==> src/core/speed_current_consts.vh <==
// constants for the speed and current detect output block
// assumes speeds in 0.01 r/min, currents in 0.01 A, times in 0.01 s
`ifndef SPEED_CURRENT_CONSTS_VH
`define SPEED_CURRENT_CONSTS_VH

// output terminal selection codes
`define SEL_SPEED_ARRIVAL    8'h01
`define SEL_SPEED_THRESH_1   8'h02
`define SEL_SPEED_THRESH_2   8'h1f
`define SEL_CURRENT_DET_1    8'h25
`define SEL_CURRENT_DET_2    8'h26
`define SEL_ARRIVAL_NORUN    8'h48
`define SEL_ACCELERATING     8'h49
`define SEL_DECELERATING     8'h4a

// setting limits, 0.01 r/min
`define ARRIVAL_HYST_MAX     20'd600000
`define SPEED_LEVEL_MAX      20'd600000
`define THRESH_HYST_MAX      20'd90000

// current detect time limits, 0.01 s
`define DET_TIME_MIN         16'd1
`define DET_TIME_MAX         16'd60000

// current level range, as a multiple (max) and divisor (min) of rated current
`define CUR_LEVEL_MAX_PCT    2
`define CUR_LEVEL_MIN_DIV    100
`define CUR_DROP_NUM         9
`define CUR_DROP_DEN         10

// direction level upper limit, percent
`define DIR_LEVEL_MAX        7'd100

// timing: one control sample, and time units in microseconds
`define SAMPLE_PERIOD_US     1000
`define CSEC_US              10000
`define MIN_ON_TIME_US       100000

`endif

==> src/core/current_detect.v <==
// one current detector: qualify timer, 90% drop-out, minimum on width
// assumes level already clamped; level of zero disables the detector
`timescale 1ns/1ns
`include "speed_current_consts.vh"
module current_detect #(
  parameter CW     = 16,
  parameter TW     = 20,
  parameter MIN_ON = 100
) (
  input  wire          sys_clk,    // system clock
  input  wire          srst,       // sync reset
  input  wire          ce,         // clock enable
  input  wire          smp,        // control sample strobe
  input  wire [CW-1:0] cur,        // output current
  input  wire [CW-1:0] level,      // operating level, 0 disables
  input  wire [TW-1:0] det_smp,    // detection time in samples
  output reg           det_flag    // current detected
);

  localparam [CW+3:0] DROP_DEN = `CUR_DROP_DEN;
  localparam [CW+3:0] DROP_NUM = `CUR_DROP_NUM;
  localparam [TW-1:0] MIN_ON_W = MIN_ON;

  reg  [TW-1:0] qual_reg;
  reg  [TW-1:0] on_reg;
  wire          above = (cur > level);
  wire [CW+3:0] cur_x = {4'h0, cur} * DROP_DEN;
  wire [CW+3:0] lvl_x = {4'h0, level} * DROP_NUM;
  wire          drop  = (cur_x < lvl_x);

  always @(posedge sys_clk) begin
    if (srst) begin
      qual_reg <= {TW{1'b0}};
      on_reg   <= {TW{1'b0}};
      det_flag <= 1'b0;
    end else if (ce && smp) begin
      if (level == {CW{1'b0}}) begin
        qual_reg <= {TW{1'b0}};
        on_reg   <= {TW{1'b0}};
        det_flag <= 1'b0;
      end else if (!det_flag) begin
        on_reg <= {TW{1'b0}};
        if (!above) begin
          qual_reg <= {TW{1'b0}};
        end else if (qual_reg >= det_smp) begin
          det_flag <= 1'b1;
        end else begin
          qual_reg <= qual_reg + 1'b1;
        end
      end else begin
        qual_reg <= {TW{1'b0}};
        if (on_reg < MIN_ON_W) begin
          on_reg <= on_reg + 1'b1;
        end
        if (drop && (on_reg >= MIN_ON_W - 1'b1)) begin
          det_flag <= 1'b0;
        end
      end
    end
  end

endmodule // current_detect

==> src/core/off_delay.v <==
// on-to-off delay: output follows a rise at once, falls after delay samples
// assumes smp is a one-cycle control sample strobe
`timescale 1ns/1ns
module off_delay #(
  parameter DW = 20
) (
  input  wire          sys_clk,    // system clock
  input  wire          srst,       // sync reset
  input  wire          ce,         // clock enable
  input  wire          smp,        // control sample strobe
  input  wire          in_flag,    // undelayed flag
  input  wire [DW-1:0] delay_smp,  // off delay in samples
  output reg           out_flag    // delayed flag
);

  reg [DW-1:0] cnt_reg;

  always @(posedge sys_clk) begin
    if (srst) begin
      cnt_reg  <= {DW{1'b0}};
      out_flag <= 1'b0;
    end else if (ce && smp) begin
      if (in_flag) begin
        cnt_reg  <= {DW{1'b0}};
        out_flag <= 1'b1;
      end else if (out_flag) begin
        if (cnt_reg >= delay_smp) begin
          out_flag <= 1'b0;
          cnt_reg  <= {DW{1'b0}};
        end else begin
          cnt_reg <= cnt_reg + 1'b1;
        end
      end
    end
  end

endmodule // off_delay

==> src/core/speed_current_detect_outputs.v <==
// speed arrival, acceleration, speed threshold and current detect flags,
// routed to programmable output terminals by selection codes
// assumes all inputs synchronous to sys_clk and smp one cycle per sample
`timescale 1ns/1ns
`include "speed_current_consts.vh"
module speed_current_detect_outputs #(
  parameter SPW   = 21,
  parameter CW    = 16,
  parameter NTERM = 6
) (
  input  wire                  sys_clk,                      // 20 MHz clock
  input  wire                  srst,                         // sync reset
  input  wire                  ce,                           // clock enable
  input  wire                  smp,                          // control sample
  input  wire                  run_cmd,                      // run command
  input  wire                  tvc_mode,                     // torque vector ctrl
  input  wire signed [SPW-1:0] ref_speed_pre,                // pre-ramp ref
  input  wire signed [SPW-1:0] ref_speed_final,              // post-ramp ref
  input  wire signed [SPW-1:0] det_speed,                    // detected speed
  input  wire                  speed_agree_raw,              // agreement in
  input  wire [CW-1:0]         out_current,                  // 0.01 A
  input  wire [CW-1:0]         rated_current,                // 0.01 A
  input  wire signed [8:0]     torque_cmd,                   // percent
  input  wire                  direction_judge,              // judge strobe
  input  wire [SPW-2:0]        arrival_hysteresis_setting,   // 0.01 r/min
  input  wire [15:0]           arrival_off_delay_setting,    // 0.01 s
  input  wire [SPW-2:0]        speed_level_1_setting,        // 0.01 r/min
  input  wire [SPW-2:0]        speed_level_2_setting,        // 0.01 r/min
  input  wire [SPW-2:0]        threshold_hysteresis_setting, // 0.01 r/min
  input  wire [CW-1:0]         current_level_1_setting,      // 0.01 A
  input  wire [CW-1:0]         current_level_2_setting,      // 0.01 A
  input  wire [15:0]           current_detect_time_setting,  // 0.01 s
  input  wire [6:0]            direction_level_setting,      // percent
  input  wire [7:0]            protection_options_setting,   // option bits
  input  wire [NTERM*8-1:0]    output_terminal_select,       // codes
  output reg  [NTERM-1:0]      term_out,                     // terminals
  output reg                   speed_arrival_flag,           // arrival
  output reg                   speed_arrival_norun_flag,     // arrival no run
  output reg                   accelerating_flag,            // accelerating
  output reg                   decelerating_flag,            // decelerating
  output reg                   speed_agreement_flag,         // agreement
  output reg                   speed_threshold_flag_1,       // threshold 1
  output reg                   speed_threshold_flag_2,       // threshold 2
  output reg                   current_detect_flag_1,        // current 1
  output reg                   current_detect_flag_2,        // current 2
  output reg                   over_torque_detect,           // over-torque
  output reg                   recommended_direction_out     // 1 = forward
);

  localparam          TW       = 20;
  localparam [TW-1:0] SPC      = `CSEC_US / `SAMPLE_PERIOD_US;
  localparam          MIN_ON   = (`MIN_ON_TIME_US + `SAMPLE_PERIOD_US - 1) / `SAMPLE_PERIOD_US;
  localparam [CW:0]   CUR_MULT = `CUR_LEVEL_MAX_PCT;
  localparam [CW-1:0] CUR_DIV  = `CUR_LEVEL_MIN_DIV;

  // setting clamps
  wire [SPW-2:0] arr_hyst;
  wire [SPW-2:0] lvl_1;
  wire [SPW-2:0] lvl_2;
  wire [SPW-2:0] thr_hyst;
  wire [15:0]    det_time;
  wire [CW:0]    cur_max;
  wire [CW-1:0]  cur_min;
  wire [CW-1:0]  cur_lvl_1;
  wire [CW-1:0]  cur_lvl_2;
  wire [6:0]     dir_lvl;

  assign arr_hyst = (arrival_hysteresis_setting > `ARRIVAL_HYST_MAX) ?
                    `ARRIVAL_HYST_MAX : arrival_hysteresis_setting;
  assign lvl_1    = (speed_level_1_setting > `SPEED_LEVEL_MAX) ?
                    `SPEED_LEVEL_MAX : speed_level_1_setting;
  assign lvl_2    = (speed_level_2_setting > `SPEED_LEVEL_MAX) ?
                    `SPEED_LEVEL_MAX : speed_level_2_setting;
  assign thr_hyst = (threshold_hysteresis_setting > `THRESH_HYST_MAX) ?
                    `THRESH_HYST_MAX : threshold_hysteresis_setting;
  assign det_time = (current_detect_time_setting < `DET_TIME_MIN) ? `DET_TIME_MIN :
                    (current_detect_time_setting > `DET_TIME_MAX) ? `DET_TIME_MAX :
                    current_detect_time_setting;
  assign cur_max = {1'b0, rated_current} * CUR_MULT;
  assign cur_min = rated_current / CUR_DIV;

  function [CW-1:0] cur_clamp;
    input [CW-1:0] lvl;
    input [CW:0]   hi;
    input [CW-1:0] lo;
    begin
      if (lvl == {CW{1'b0}}) begin
        cur_clamp = {CW{1'b0}};
      end else if ({1'b0, lvl} > hi) begin
        cur_clamp = hi[CW-1:0];
      end else if (lvl < lo) begin
        cur_clamp = lo;
      end else begin
        cur_clamp = lvl;
      end
    end
  endfunction

  assign cur_lvl_1 = cur_clamp(current_level_1_setting, cur_max, cur_min);
  assign cur_lvl_2 = cur_clamp(current_level_2_setting, cur_max, cur_min);
  assign dir_lvl   = (direction_level_setting > `DIR_LEVEL_MAX) ?
                     `DIR_LEVEL_MAX : direction_level_setting;

  // times in samples
  wire [TW-1:0] off_smp = {4'h0, arrival_off_delay_setting} * SPC;
  wire [TW-1:0] det_smp = {4'h0, det_time} * SPC;

  // speed comparisons
  wire signed [SPW-1:0] cmp_speed;
  wire signed [SPW:0]   diff;
  wire signed [SPW:0]   hyst_s;
  wire                  in_range;

  // final reference under torque vector control
  assign cmp_speed = tvc_mode ? ref_speed_final : det_speed;
  assign diff      = {ref_speed_pre[SPW-1], ref_speed_pre} -
                     {cmp_speed[SPW-1], cmp_speed};
  assign hyst_s    = {2'b00, arr_hyst};
  assign in_range  = (diff <= hyst_s) && (diff >= -hyst_s);

  // raw flags, refreshed once per sample
  reg arr_raw_reg;
  reg acc_raw_reg;
  reg dec_raw_reg;

  always @(posedge sys_clk) begin
    if (srst) begin
      arr_raw_reg <= 1'b0;
      acc_raw_reg <= 1'b0;
      dec_raw_reg <= 1'b0;
    end else if (ce && smp) begin
      arr_raw_reg <= in_range;
      acc_raw_reg <= (diff > hyst_s);
      dec_raw_reg <= (diff < -hyst_s);
    end
  end

  wire arr_dly;
  wire acc_dly;
  wire dec_dly;
  wire agr_dly;

  off_delay #(.DW(TW)) u_dly_arr (
    .sys_clk   (sys_clk),
    .srst      (srst),
    .ce        (ce),
    .smp       (smp),
    .in_flag   (arr_raw_reg),
    .delay_smp (off_smp),
    .out_flag  (arr_dly)
  );
  off_delay #(.DW(TW)) u_dly_acc (
    .sys_clk   (sys_clk),
    .srst      (srst),
    .ce        (ce),
    .smp       (smp),
    .in_flag   (acc_raw_reg),
    .delay_smp (off_smp),
    .out_flag  (acc_dly)
  );
  off_delay #(.DW(TW)) u_dly_dec (
    .sys_clk   (sys_clk),
    .srst      (srst),
    .ce        (ce),
    .smp       (smp),
    .in_flag   (dec_raw_reg),
    .delay_smp (off_smp),
    .out_flag  (dec_dly)
  );
  off_delay #(.DW(TW)) u_dly_agr (
    .sys_clk   (sys_clk),
    .srst      (srst),
    .ce        (ce),
    .smp       (smp),
    .in_flag   (speed_agree_raw),
    .delay_smp (off_smp),
    .out_flag  (agr_dly)
  );

  // speed thresholds with hysteresis
  wire [SPW*2-3:0] lvl_pack = {lvl_2, lvl_1};
  wire [1:0]       thr_state;
  genvar t;
  generate
    for (t = 0; t < 2; t = t + 1) begin : g_thr
      wire signed [SPW:0] lvl_s = {2'b00, lvl_pack[t*(SPW-1) +: SPW-1]};
      wire signed [SPW:0] low_s = lvl_s - {2'b00, thr_hyst};
      wire signed [SPW:0] spd_s = {cmp_speed[SPW-1], cmp_speed};
      reg                 thr_bit_reg;
      assign thr_state[t] = thr_bit_reg;
      always @(posedge sys_clk) begin
        if (srst) begin
          thr_bit_reg <= 1'b0;
        end else if (ce && smp) begin
          if (spd_s > lvl_s) begin
            thr_bit_reg <= 1'b1;
          end else if (spd_s < low_s) begin
            thr_bit_reg <= 1'b0;
          end
        end
      end
    end
  endgenerate

  // current detectors
  wire cd_1;
  wire cd_2;

  current_detect #(.CW(CW), .TW(TW), .MIN_ON(MIN_ON)) u_cd_1 (
    .sys_clk  (sys_clk),
    .srst     (srst),
    .ce       (ce),
    .smp      (smp),
    .cur      (out_current),
    .level    (cur_lvl_1),
    .det_smp  (det_smp),
    .det_flag (cd_1)
  );
  current_detect #(.CW(CW), .TW(TW), .MIN_ON(MIN_ON)) u_cd_2 (
    .sys_clk  (sys_clk),
    .srst     (srst),
    .ce       (ce),
    .smp      (smp),
    .cur      (out_current),
    .level    (cur_lvl_2),
    .det_smp  (det_smp),
    .det_flag (cd_2)
  );

  // recommended direction and flag outputs
  wire signed [8:0] lvl_dir = {2'b00, dir_lvl};
  wire              ot_sel  = protection_options_setting[0];
  wire              ref_neg = ref_speed_pre[SPW-1];
  wire [NTERM-1:0]  term_next;

  always @(posedge sys_clk) begin
    if (srst) begin
      speed_arrival_flag        <= 1'b0;
      speed_arrival_norun_flag  <= 1'b0;
      accelerating_flag         <= 1'b0;
      decelerating_flag         <= 1'b0;
      speed_agreement_flag      <= 1'b0;
      speed_threshold_flag_1    <= 1'b0;
      speed_threshold_flag_2    <= 1'b0;
      current_detect_flag_1     <= 1'b0;
      current_detect_flag_2     <= 1'b0;
      over_torque_detect        <= 1'b0;
      recommended_direction_out <= 1'b0;
      term_out                  <= {NTERM{1'b0}};
    end else if (ce) begin
      // arrival flag gated by run and reference sign, current flag 1 split by the over-torque option, other flags passed straight through
      speed_arrival_flag       <= arr_dly & run_cmd & ~ref_neg;
      speed_arrival_norun_flag <= arr_raw_reg;
      accelerating_flag        <= acc_dly;
      decelerating_flag        <= dec_dly;
      speed_agreement_flag     <= agr_dly;
      speed_threshold_flag_1   <= thr_state[0];
      speed_threshold_flag_2   <= thr_state[1];
      term_out                 <= term_next;
      current_detect_flag_1    <= cd_1 & ~ot_sel;
      over_torque_detect       <= cd_1 & ot_sel;
      current_detect_flag_2    <= cd_2;
      if (smp && direction_judge) begin
        if (torque_cmd > lvl_dir) begin
          recommended_direction_out <= 1'b0;
        end else if (torque_cmd < -lvl_dir) begin
          recommended_direction_out <= 1'b1;
        end
      end
    end
  end

  // terminal routing, one entry per terminal
  genvar k;
  generate
    for (k = 0; k < NTERM; k = k + 1) begin : g_term
      wire [7:0] code = output_terminal_select[k*8 +: 8];
      reg        sel_next;
      always @* begin
        case (code)
          `SEL_SPEED_ARRIVAL:  sel_next = speed_arrival_flag;
          `SEL_SPEED_THRESH_1: sel_next = speed_threshold_flag_1;
          `SEL_SPEED_THRESH_2: sel_next = speed_threshold_flag_2;
          `SEL_CURRENT_DET_1:  sel_next = current_detect_flag_1;
          `SEL_CURRENT_DET_2:  sel_next = current_detect_flag_2;
          `SEL_ARRIVAL_NORUN:  sel_next = speed_arrival_norun_flag;
          `SEL_ACCELERATING:   sel_next = accelerating_flag;
          `SEL_DECELERATING:   sel_next = decelerating_flag;
          default:             sel_next = 1'b0;
        endcase
      end
      assign term_next[k] = sel_next;
    end
  endgenerate

endmodule // speed_current_detect_outputs

==> config.mk <==
export PLATFORM = sky130hd
export DESIGN_NAME = speed_current_detect_outputs
export DESIGN_NICKNAME = d
export VERILOG_FILES = /design/src/core/current_detect.v /design/src/core/off_delay.v /design/src/core/speed_current_detect_outputs.v
export VERILOG_INCLUDE_DIRS = /design/src /design/src/core
export SDC_FILE = /design/constraint.sdc
export NUM_CORES = 1
export LEC_CHECK = 0
export BUFFER_PORTS_ARGS = -buffer_cell sky130_fd_sc_hd__buf_2
export CORE_ASPECT_RATIO = 1.25
export CORE_MARGIN = 1
export CORE_UTILIZATION = 51
export CTS_CLUSTER_DIAMETER = 100
export DETAILED_ROUTE_END_ITERATION = 8
export GPL_TIMING_DRIVEN = 0
export HOLD_SLACK_MARGIN = 0.05
export PLACE_DENSITY_LB_ADDON = 0.05
export SYNTH_ARGS = -nofsm -noshare
export SYNTH_HDL_FRONTEND = slang
export SYNTH_SLANG_ARGS = --single-unit
==> constraint.sdc <==
create_clock -name sys_clk -period 24 [get_ports sys_clk]
set_input_delay 0 -clock sys_clk [delete_from_list [all_inputs] [get_ports sys_clk]]
set_output_delay 0 -clock sys_clk [all_outputs]
set_load 0.02 [all_outputs]
==> out/qor.yml, run 1 <==
area_delta_synth_final_pct: 12.2
synth_area_mm2: 0.0277
final-hold-violation-count: 0
multi_input_area_mm2: 0.0224
worstPathMaxFanout: 10
cap_viol_max_count: 0
grt_pass1_vias: 26300
clock_sinks: 188
ys_warn_count: 0
final_antenna_net_count: 0
power.density_mw_per_mm2: 48.0
fmax_mhz: 74.0
min_period_ns: 13.51
synth_top_family_by_area: "adder cells"
clockRootBuffer: "clkbuf_16"
drive_gt1_frac: 0.110
synthSimpleGateAreaFrac: 0.231
core-area_mm2: 0.0537
slew_headroom: 0.236
numCtsBuffers: 17
drtIter0Drc: 1585
routed_wl_um: 82900
timing.final.crit_share: 0.563
vias_per_cell: 5.82
tightest_slew_ns: 1.13
critPathMaxStageDelay_ns: 0.86
arrival_ns: 13.83
synth_compound_area_frac: 0.252
grt-ovfl-total: 0
tns_ns: 0
cts.clk_slew.worst_paths_ns: 0.08
crit_slowest_cell: "a221oi_1"
synthCells: 3662
dieArea_mm2: 0.0553
synthMuxAreaShare: 0.0138
synth_edf_count: 0
post-route-util: 0.579
grt_pass1_wl_um: 133000
grt_antenna_before_repair: 12
wire_per_inst_um: 17.4
crit_top_cell: "a21oi_1"
setup_viol: 0
rows: 95
rr_worst_depth: 27
cts-htree-levels: 4
grt_max_degree: 22
worst-endpoint-required_ns: 24.32
clkLatencyLatePin_ns: 0.46
hp-class: "input pin to register"
diodes: 0
io_pins: 336
rsz0062_at_grt: "false"
cts_buffer_depth: 2
slew_viol_final: 0
synthAdderAreaFrac: 0.266
status: "complete, no violations"
holdBufCountCts: 23
post_cts_resized: 0
vias: 27700
num-fill-cells: 5301
ys_async_sr_fraction: 0
synth_flop_cell: "dfxtp_1"
synth.avg_cell_area_um2: 7.58
ys_ff_latch: 188
cts_tree: "done"
crit_type: "input pin to register"
synth-xor-area-share: 0.0433
dpl.hpwl_um: 68800
pre_cts_slack_ns: 10.32
layout_common_cells: "ha_1 (575), buf_2 (341), a21oi_1 (306)"
register_area_mm2: 0.00376
dr.pass1.iters: 5
seq_area_frac_synth: 0.136
start_kind: "input pin"
final_common_cell: "ha_1"
drc: 0
synthDistinctLibCells: 107
grt_use_total: 0.295
cp-end-kind: "register"
die_width_um: 211
num-nets-final: 4931
final.setup_skew_ns: 0.0116
initial_core_util: 0.516
die_h_um: 263
power_leakage_nw: 15.7
fin_ws_ns: 10.49
io_buffers: 320
max-vdd-ir-drop_v: 0.0000616
whs_path_depth: 5
place.gp.congestion: 0.940
post-cts-setup-buffer-count: 0
[through the flow]
| stage | area, µm² | hold slack, ns | total power, W | cells |
|---|---|---|---|---|
| 2_1_floorplan | 27800 | 0.140 | 0.000960 | 3667 |
| 3_3_place_gp | 30300 | 0.282 | 0.00118 | 4714 |
| 3_5_place_dp | 30300 | 0.286 | 0.00119 | 4714 |
| 4_1_cts | 31100 | 0.0530 | 0.00150 | 4769 |
| 5_1_grt | 31100 | 0.0961 | 0.00163 | 4769 |
| 6_report | 31100 | 0.0754 | 0.00149 | 4769 |
[kinds of logic (layout without fill, tap and decap cells)]
family	count (synthesis)	in the layout
and+or+nand+nor	1214	1214
adders and majority gates	585	585
other	1	6
buffers and inverters	414	789
muxes	38	38
AOI/OAI and AO/OA	1088	1088
DFF	188	188
xor gates and xnor gates	134	134
[path summary, 6_finish.rpt]
check / startpoint / end / slack (ns)
setup / recovery: rated_current[13] / u_cd_2.det_flag / 10.49
hold / removal: output_terminal_select[25] / term_out[3] / 0.08
setup reg to reg: u_dly_dec.cnt_reg[1] / u_dly_dec.cnt_reg[8] / 18.58
hold reg to reg: u_cd_2.on_reg[11] / u_cd_2.on_reg[11] / 0.46
[worst max-delay path, delay by kind of cell]
| kind | cells | cell delay, ns |
|---|---|---|
| xor+xnor | 1 | 0.17 |
| compound gates | 31 | 8.31 |
| simple gates | 11 | 2.24 |
| fa+ha+maj | 5 | 1.63 |
| buf+inv | 7 | 1.23 |
| mux | 1 | 0.27 |
[synthesized netlist by cell type (all sizes together) (31+ instances only)]
library cell | count | area [µm²]
clkbuf | 69 | 259
o21ai | 288 | 1470
nand2b | 94 | 588
nand2 | 236 | 888
mux2i | 35 | 350
a211oi | 35 | 283
and3 | 92 | 576
nand3 | 81 | 420
nor2b | 97 | 607
nor3 | 68 | 345
nor2 | 265 | 995
o21bai | 31 | 233
xor2 | 33 | 289
nand4 | 63 | 394
xnor2 | 100 | 891
o21a | 56 | 422
nor4 | 31 | 206
ha | 575 | 7190
nand3b | 58 | 435
buf | 35 | 195
inv | 305 | 1150
dfxtp | 188 | 3760
a21oi | 308 | 1550
a21o | 159 | 1190
[where the power goes]
group / internal (W) / switching (W)
combinational: 0.000354 / 0.000527
sequential: 0.000314 / 0.00000227
clock: 0.000143 / 0.000153
total: 0.000811 / 0.000683
[area by class of cell]
class                      count  share of cell area
clock buffer                  17              0.0137
tap                          727              0.0292
clock inverter                15             0.00623
buffer                       104              0.0146
sequential                   188               0.121
multi-input combinational   3065               0.719
timing repair buffer         343              0.0588
inverter                     310              0.0375
[metal layers]
metal	wire, µm	GRT usage	vias to the layer above
met5	142	0	-
met4	2220	0.0893	24
met3	3930	0.0393	146
met2	40400	0.526	674
met1	36200	0.364	12800
li1	-	-	14100
No activity file was read; power rests on OpenSTA's default activity.
==> inputs of run 2 (changes only) <==
==> constraint.sdc (replaced) <==
create_clock -name sys_clk -period 11 [get_ports sys_clk]
set_input_delay 0 -clock sys_clk [delete_from_list [all_inputs] [get_ports sys_clk]]
set_output_delay 0 -clock sys_clk [all_outputs]
set_load 0.02 [all_outputs]
==> out/qor.yml, run 2 (synthesis results as in run 1) <==
clock_sinks: 188
max-vdd-ir-drop_v: 0.000193
vias_per_cell: 5.87
worstPathMaxFanout: 10
crit_slowest_cell: "a221o_2"
r2r-end: "u_dly_dec.cnt_reg[10]"
final_antenna_net_count: 0
slew_viol_final: 0
dpl.hpwl_um: 68800
clkPwrFrac: 0.180
num-nets-final: 5003
hp-class: "input pin to register"
worst-endpoint-required_ns: 11.32
vias: 28400
tightest_slew_ns: 1.12
crit_start: "rated_current[14]"
fmax_mhz: 93.4
core-area_mm2: 0.0537
power_leakage_nw: 16.2
critPathMaxStageDelay_ns: 0.51
min_period_ns: 10.71
dieArea_mm2: 0.0553
cp.depth: 56
cap_viol_max_count: 0
dr.pass1.iters: 5
initial_core_util: 0.516
worst-path-buf-inv: 7
area_delta_synth_final_pct: 17.6
start_kind: "input pin"
p_int_w: 0.00196
timing.final.crit_share: 0.973
r2r_slack_ns: 5.60
final.setup_skew_ns: 0.0133
grt_pass1_vias: 26600
numCtsBuffers: 17
drtIter0Drc: 1731
grt_pass1_wl_um: 133000
rows: 95
status: "complete, no violations"
pre_cts_slack_ns: -2.68
wl_met2_um: 41500
clockRootBuffer: "clkbuf_16"
die_width_um: 211
p_sw_frac: 0.458
rr_worst_depth: 27
slew_headroom: 0.248
cts-htree-levels: 4
p_switching_w: 0.00165
place.gp.congestion: 0.940
grt_antenna_before_repair: 15
wire_per_inst_um: 17.7
fin_ws_ns: 0.293
setup_viol: 0
layout_common_cells: "ha_1 (569), buf_2 (329), inv_1 (296)"
final-hold-violation-count: 0
m1WireLength_um: 36800
rr_startpoint: "u_dly_dec.cnt_reg[1]"
power.density_mw_per_mm2: 111
tns_ns: 0
routed_wl_um: 85600
cp-endpoint: "u_cd_2.det_flag"
cts.clk_slew.worst_paths_ns: 0.08
grt_max_degree: 22
arrival_ns: 11.03
seqPwrFrac: 0.191
rsz0062_at_grt: "true"
io_buffers: 320
drive_gt1_frac: 0.151
io_pins: 336
cts_buffer_depth: 2
die_h_um: 263
final_common_cell: "ha_1"
drc: 0
maxUsedRoutingLayer: "met5"
pwr-share-comb: 0.629
cts_tree: "done"
grt_use_total: 0.297
crit_top_cell: "a21oi_2"
grt-ovfl-total: 0
crit_family: "compound AO/OA/AOI/OAI gates"
crit_type: "input pin to register"
clkLatencyLatePin_ns: 0.46
wl_met3_um: 4110
cp-end-kind: "register"
-- run 2: worst reg2reg max path: stages, from the launching register on --
cell	delay, ns
dfxtp_1	0.38
inv_1	0.06
ha_1	0.26
inv_1	0.05
o21ai_0	0.07
a21o_1	0.18
a21o_1	0.17
a21o_1	0.17
a21o_1	0.17
a21o_1	0.17
a21o_1	0.17
a21o_1	0.17
a21o_1	0.17
a21o_1	0.17
a21o_1	0.17
a21o_1	0.16
a21o_1	0.16
a21o_1	0.17
a21o_1	0.17
a21o_1	0.16
a21o_1	0.17
a21o_1	0.17
a21oi_1	0.28
nand4b_1	0.33
clkinv_1	0.29
clkbuf_1	0.44
nand3b_1	0.14
a21oi_1	0.17
-- run 2: what timing repair did --
| action | in CTS | in global routing |
|---|---|---|
| gates cloned | 0 | 1 |
| pin swaps | 16 | 81 |
| endpoints found under the hold margin | 12 | 0 |
| setup endpoints to repair | 2 | 2 |
| resized for setup | 61 | 145 |
| hold buffers | 23 | 0 |
| setup buffers | 18 | 53 |
-- run 2: per-stage QoR --
step | utilization | instance area [µm²] | power, W | hold slack [ns] | instances
after floorplan | - | 27800 | 0.00209 | 0.140 | 3667
final | 0.607 | 32600 | 0.00361 | 0.0749 | 4843
after global routing | 0.607 | 32600 | 0.00390 | 0.0961 | 4843
after detailed placement | 0.564 | 30300 | 0.00260 | 0.286 | 4714
after global placement | 0.564 | 30300 | 0.00258 | 0.282 | 4714
after CTS | 0.587 | 31600 | 0.00337 | 0.0530 | 4787
-- run 2: power groups by stage --
stage / sequential, W / combinational, W / clock [W]
after global placement: 0.000705 / 0.00188 / 0
final: 0.000689 / 0.00227 / 0.000649
after global routing: 0.000690 / 0.00252 / 0.000689
after floorplan: 0.000705 / 0.00139 / 0
after detailed placement: 0.000705 / 0.00190 / 0
after CTS: 0.000689 / 0.00202 / 0.000662
-- run 2: cell type report --
cell class	count	area [µm²]
sequential	188	3760
buffer	104	518
multi-input combinational	3065	23200
fill	5151	21100
antenna	2	5.00
inverter	310	1180
clock buffer	17	425
timing repair buffer	415	2410
clock inverter	15	194
tap	727	910
-- run 2: worst min path at each step --
stage / slack (ns) / depth (start not counted) / start / endpoint
after floorplan: 0.14 / 2 / speed_agree_raw / u_dly_agr.out_flag
after global placement: 0.28 / 3 / speed_agree_raw / u_dly_agr.out_flag
after detailed placement: 0.29 / 3 / speed_agree_raw / u_dly_agr.out_flag
after CTS: 0.05 / 5 / smp / u_cd_1.on_reg[6]
after global routing: 0.1 / 6 / output_terminal_select[33] / term_out[4]
final: 0.07 / 5 / output_terminal_select[25] / term_out[3]
-- run 2: routing by layer --
metal / up-vias / track usage
li1: 14200 / -
met1: 13200 / 0.364
met2: 762 / 0.524
met3: 208 / 0.0413
met4: 26 / 0.107
met5: - / 0
==> inputs of run 3 (changes only) <==
--- a/config.mk
+++ b/config.mk
@@ -15,6 +15,7 @@
 export GPL_TIMING_DRIVEN = 0
 export HOLD_SLACK_MARGIN = 0.05
 export PLACE_DENSITY_LB_ADDON = 0.05
+export REMOVE_ABC_BUFFERS = 1
 export SYNTH_ARGS = -nofsm -noshare
 export SYNTH_HDL_FRONTEND = slang
 export SYNTH_SLANG_ARGS = --single-unit
==> out/qor.yml, run 3 (synthesis results as in run 1) <==
tightest_slew_ns: 1.32
worst-path-buf-inv: 5
core-area_mm2: 0.0537
grt_pass1_vias: 25700
cts.clk_slew.worst_paths_ns: 0.08
grt_antenna_before_repair: 11
layout_common_cells: "ha_1 (574), buf_2 (321), inv_1 (296)"
hold_slack_ns: 0.0795
worst-endpoint-required_ns: 11.33
initial_core_util: 0.516
cts_buffer_depth: 2
vias: 27400
crit_slowest_cell: "mux2_2"
drive_gt1_frac: 0.146
final.setup_skew_ns: 0.0113
cp-end-kind: "register"
hp-class: "input pin to register"
clockRootBuffer: "clkbuf_16"
drc: 0
clkPwrFrac: 0.184
p_sw_frac: 0.454
power.density_mw_per_mm2: 109
die_width_um: 211
numCtsBuffers: 17
final-hold-violation-count: 0
wire_per_inst_um: 16.4
critPathMaxStageDelay_ns: 0.43
timing.final.crit_share: 0.967
status: "complete, no violations"
dpl.hpwl_um: 63100
crit_type: "input pin to register"
drtIter0Drc: 1433
fmax_mhz: 94.0
cts_tree: "done"
slew_headroom: 0.117
start_kind: "input pin"
rsz0062_at_grt: "true"
place.gp.congestion: 0.912
grt_pass1_wl_um: 126000
clkLatencyLatePin_ns: 0.46
io_pins: 336
io_buffers: 328
arrival_ns: 10.96
power_leakage_nw: 16.0
num-nets-final: 4900
vias_per_cell: 5.77
slew_viol_final: 0
routed_wl_um: 78000
area_delta_synth_final_pct: 15.6
grt_use_total: 0.275
final_antenna_net_count: 0
cp.depth: 56
pwr-share-comb: 0.619
r2r_slack_ns: 5.10
whs_path_depth: 3
crit_top_cell: "a21oi_2"
p_switching_w: 0.00159
min_period_ns: 10.63
rr_worst_depth: 25
setup_viol: 0
p_int_w: 0.00191
die_h_um: 263
grt-ovfl-total: 0
worstPathMaxFanout: 15
dr.pass1.iters: 5
clock_sinks: 188
grt_max_degree: 104
cap_viol_max_count: 0
max-vdd-ir-drop_v: 0.000180
final_common_cell: "ha_1"
crit_family: "compound AO/OA/AOI/OAI gates"
rows: 95
pre_cts_slack_ns: -3.20
post-route-util: 0.597
cts-htree-levels: 4
fin_ws_ns: 0.366
seqPwrFrac: 0.197
dieArea_mm2: 0.0553
-- run 3: tightest hold or removal path, stage by stage --
cell and delay, ns:
buf_2 0.28, nor2_1 0.17, nor3_1 0.05
-- run 3: per-layer routing --
metal  GRT usage  vias to the layer above  wire length, µm
li1            -                    14000                -
met1       0.328                    12600            33500
met2       0.504                      619            39100
met3      0.0353                      143             3230
met4      0.0807                       12             2050
met5           0                        -               78
-- run 3: final cells by class --
type                            instances  area [µm²]
Antenna cell                            4        10.0
Clock buffer                           17         425
Clock inverter                         15         188
Fill cell                            5179       21600
Inverter                              310        1180
Multi-Input combinational cell       3065       23200
Sequential cell                       188        3760
Tap cell                              727         910
Timing Repair Buffer                  416        2440
-- run 3: power by group through the flow --
stage / registers, W / logic [W] / clock network [W]
after floorplan: 0.000705 / 0.00136 / 0
after global placement: 0.000705 / 0.00183 / 0
after detailed placement: 0.000706 / 0.00186 / 0
after CTS: 0.000690 / 0.00200 / 0.000662
after global routing: 0.000690 / 0.00242 / 0.000687
final: 0.000689 / 0.00217 / 0.000645
-- run 3: worst paths after layout --
path,from,to
setup / recovery,rated_current[12],u_cd_2.det_flag
hold / removal,ce,term_out[0]
setup reg to reg,u_dly_agr.cnt_reg[1],u_dly_agr.cnt_reg[18]
hold reg to reg,u_cd_1.on_reg[12],u_cd_1.on_reg[12]
-- run 3: what timing repair did --
item,CTS,global route
gates cloned,0,0
pin swaps,20,45
setup endpoints to repair,22,2
hold buffers,22,0
endpoints found under the hold margin,55,0
buffers inserted,26,32
gates resized for setup,66,86
-- run 3: per-stage QoR --
step           total power, W  cell area [µm²]  setup TNS, ns  cells
6_report              0.00350            32100              0   4742
4_1_cts               0.00335            31400              0   4706
5_1_grt               0.00379            32100         -0.326   4741
3_3_place_gp          0.00254            29900         -86.58   4618
3_5_place_dp          0.00256            30000         -32.70   4626
2_1_floorplan         0.00207            27300              0   3563
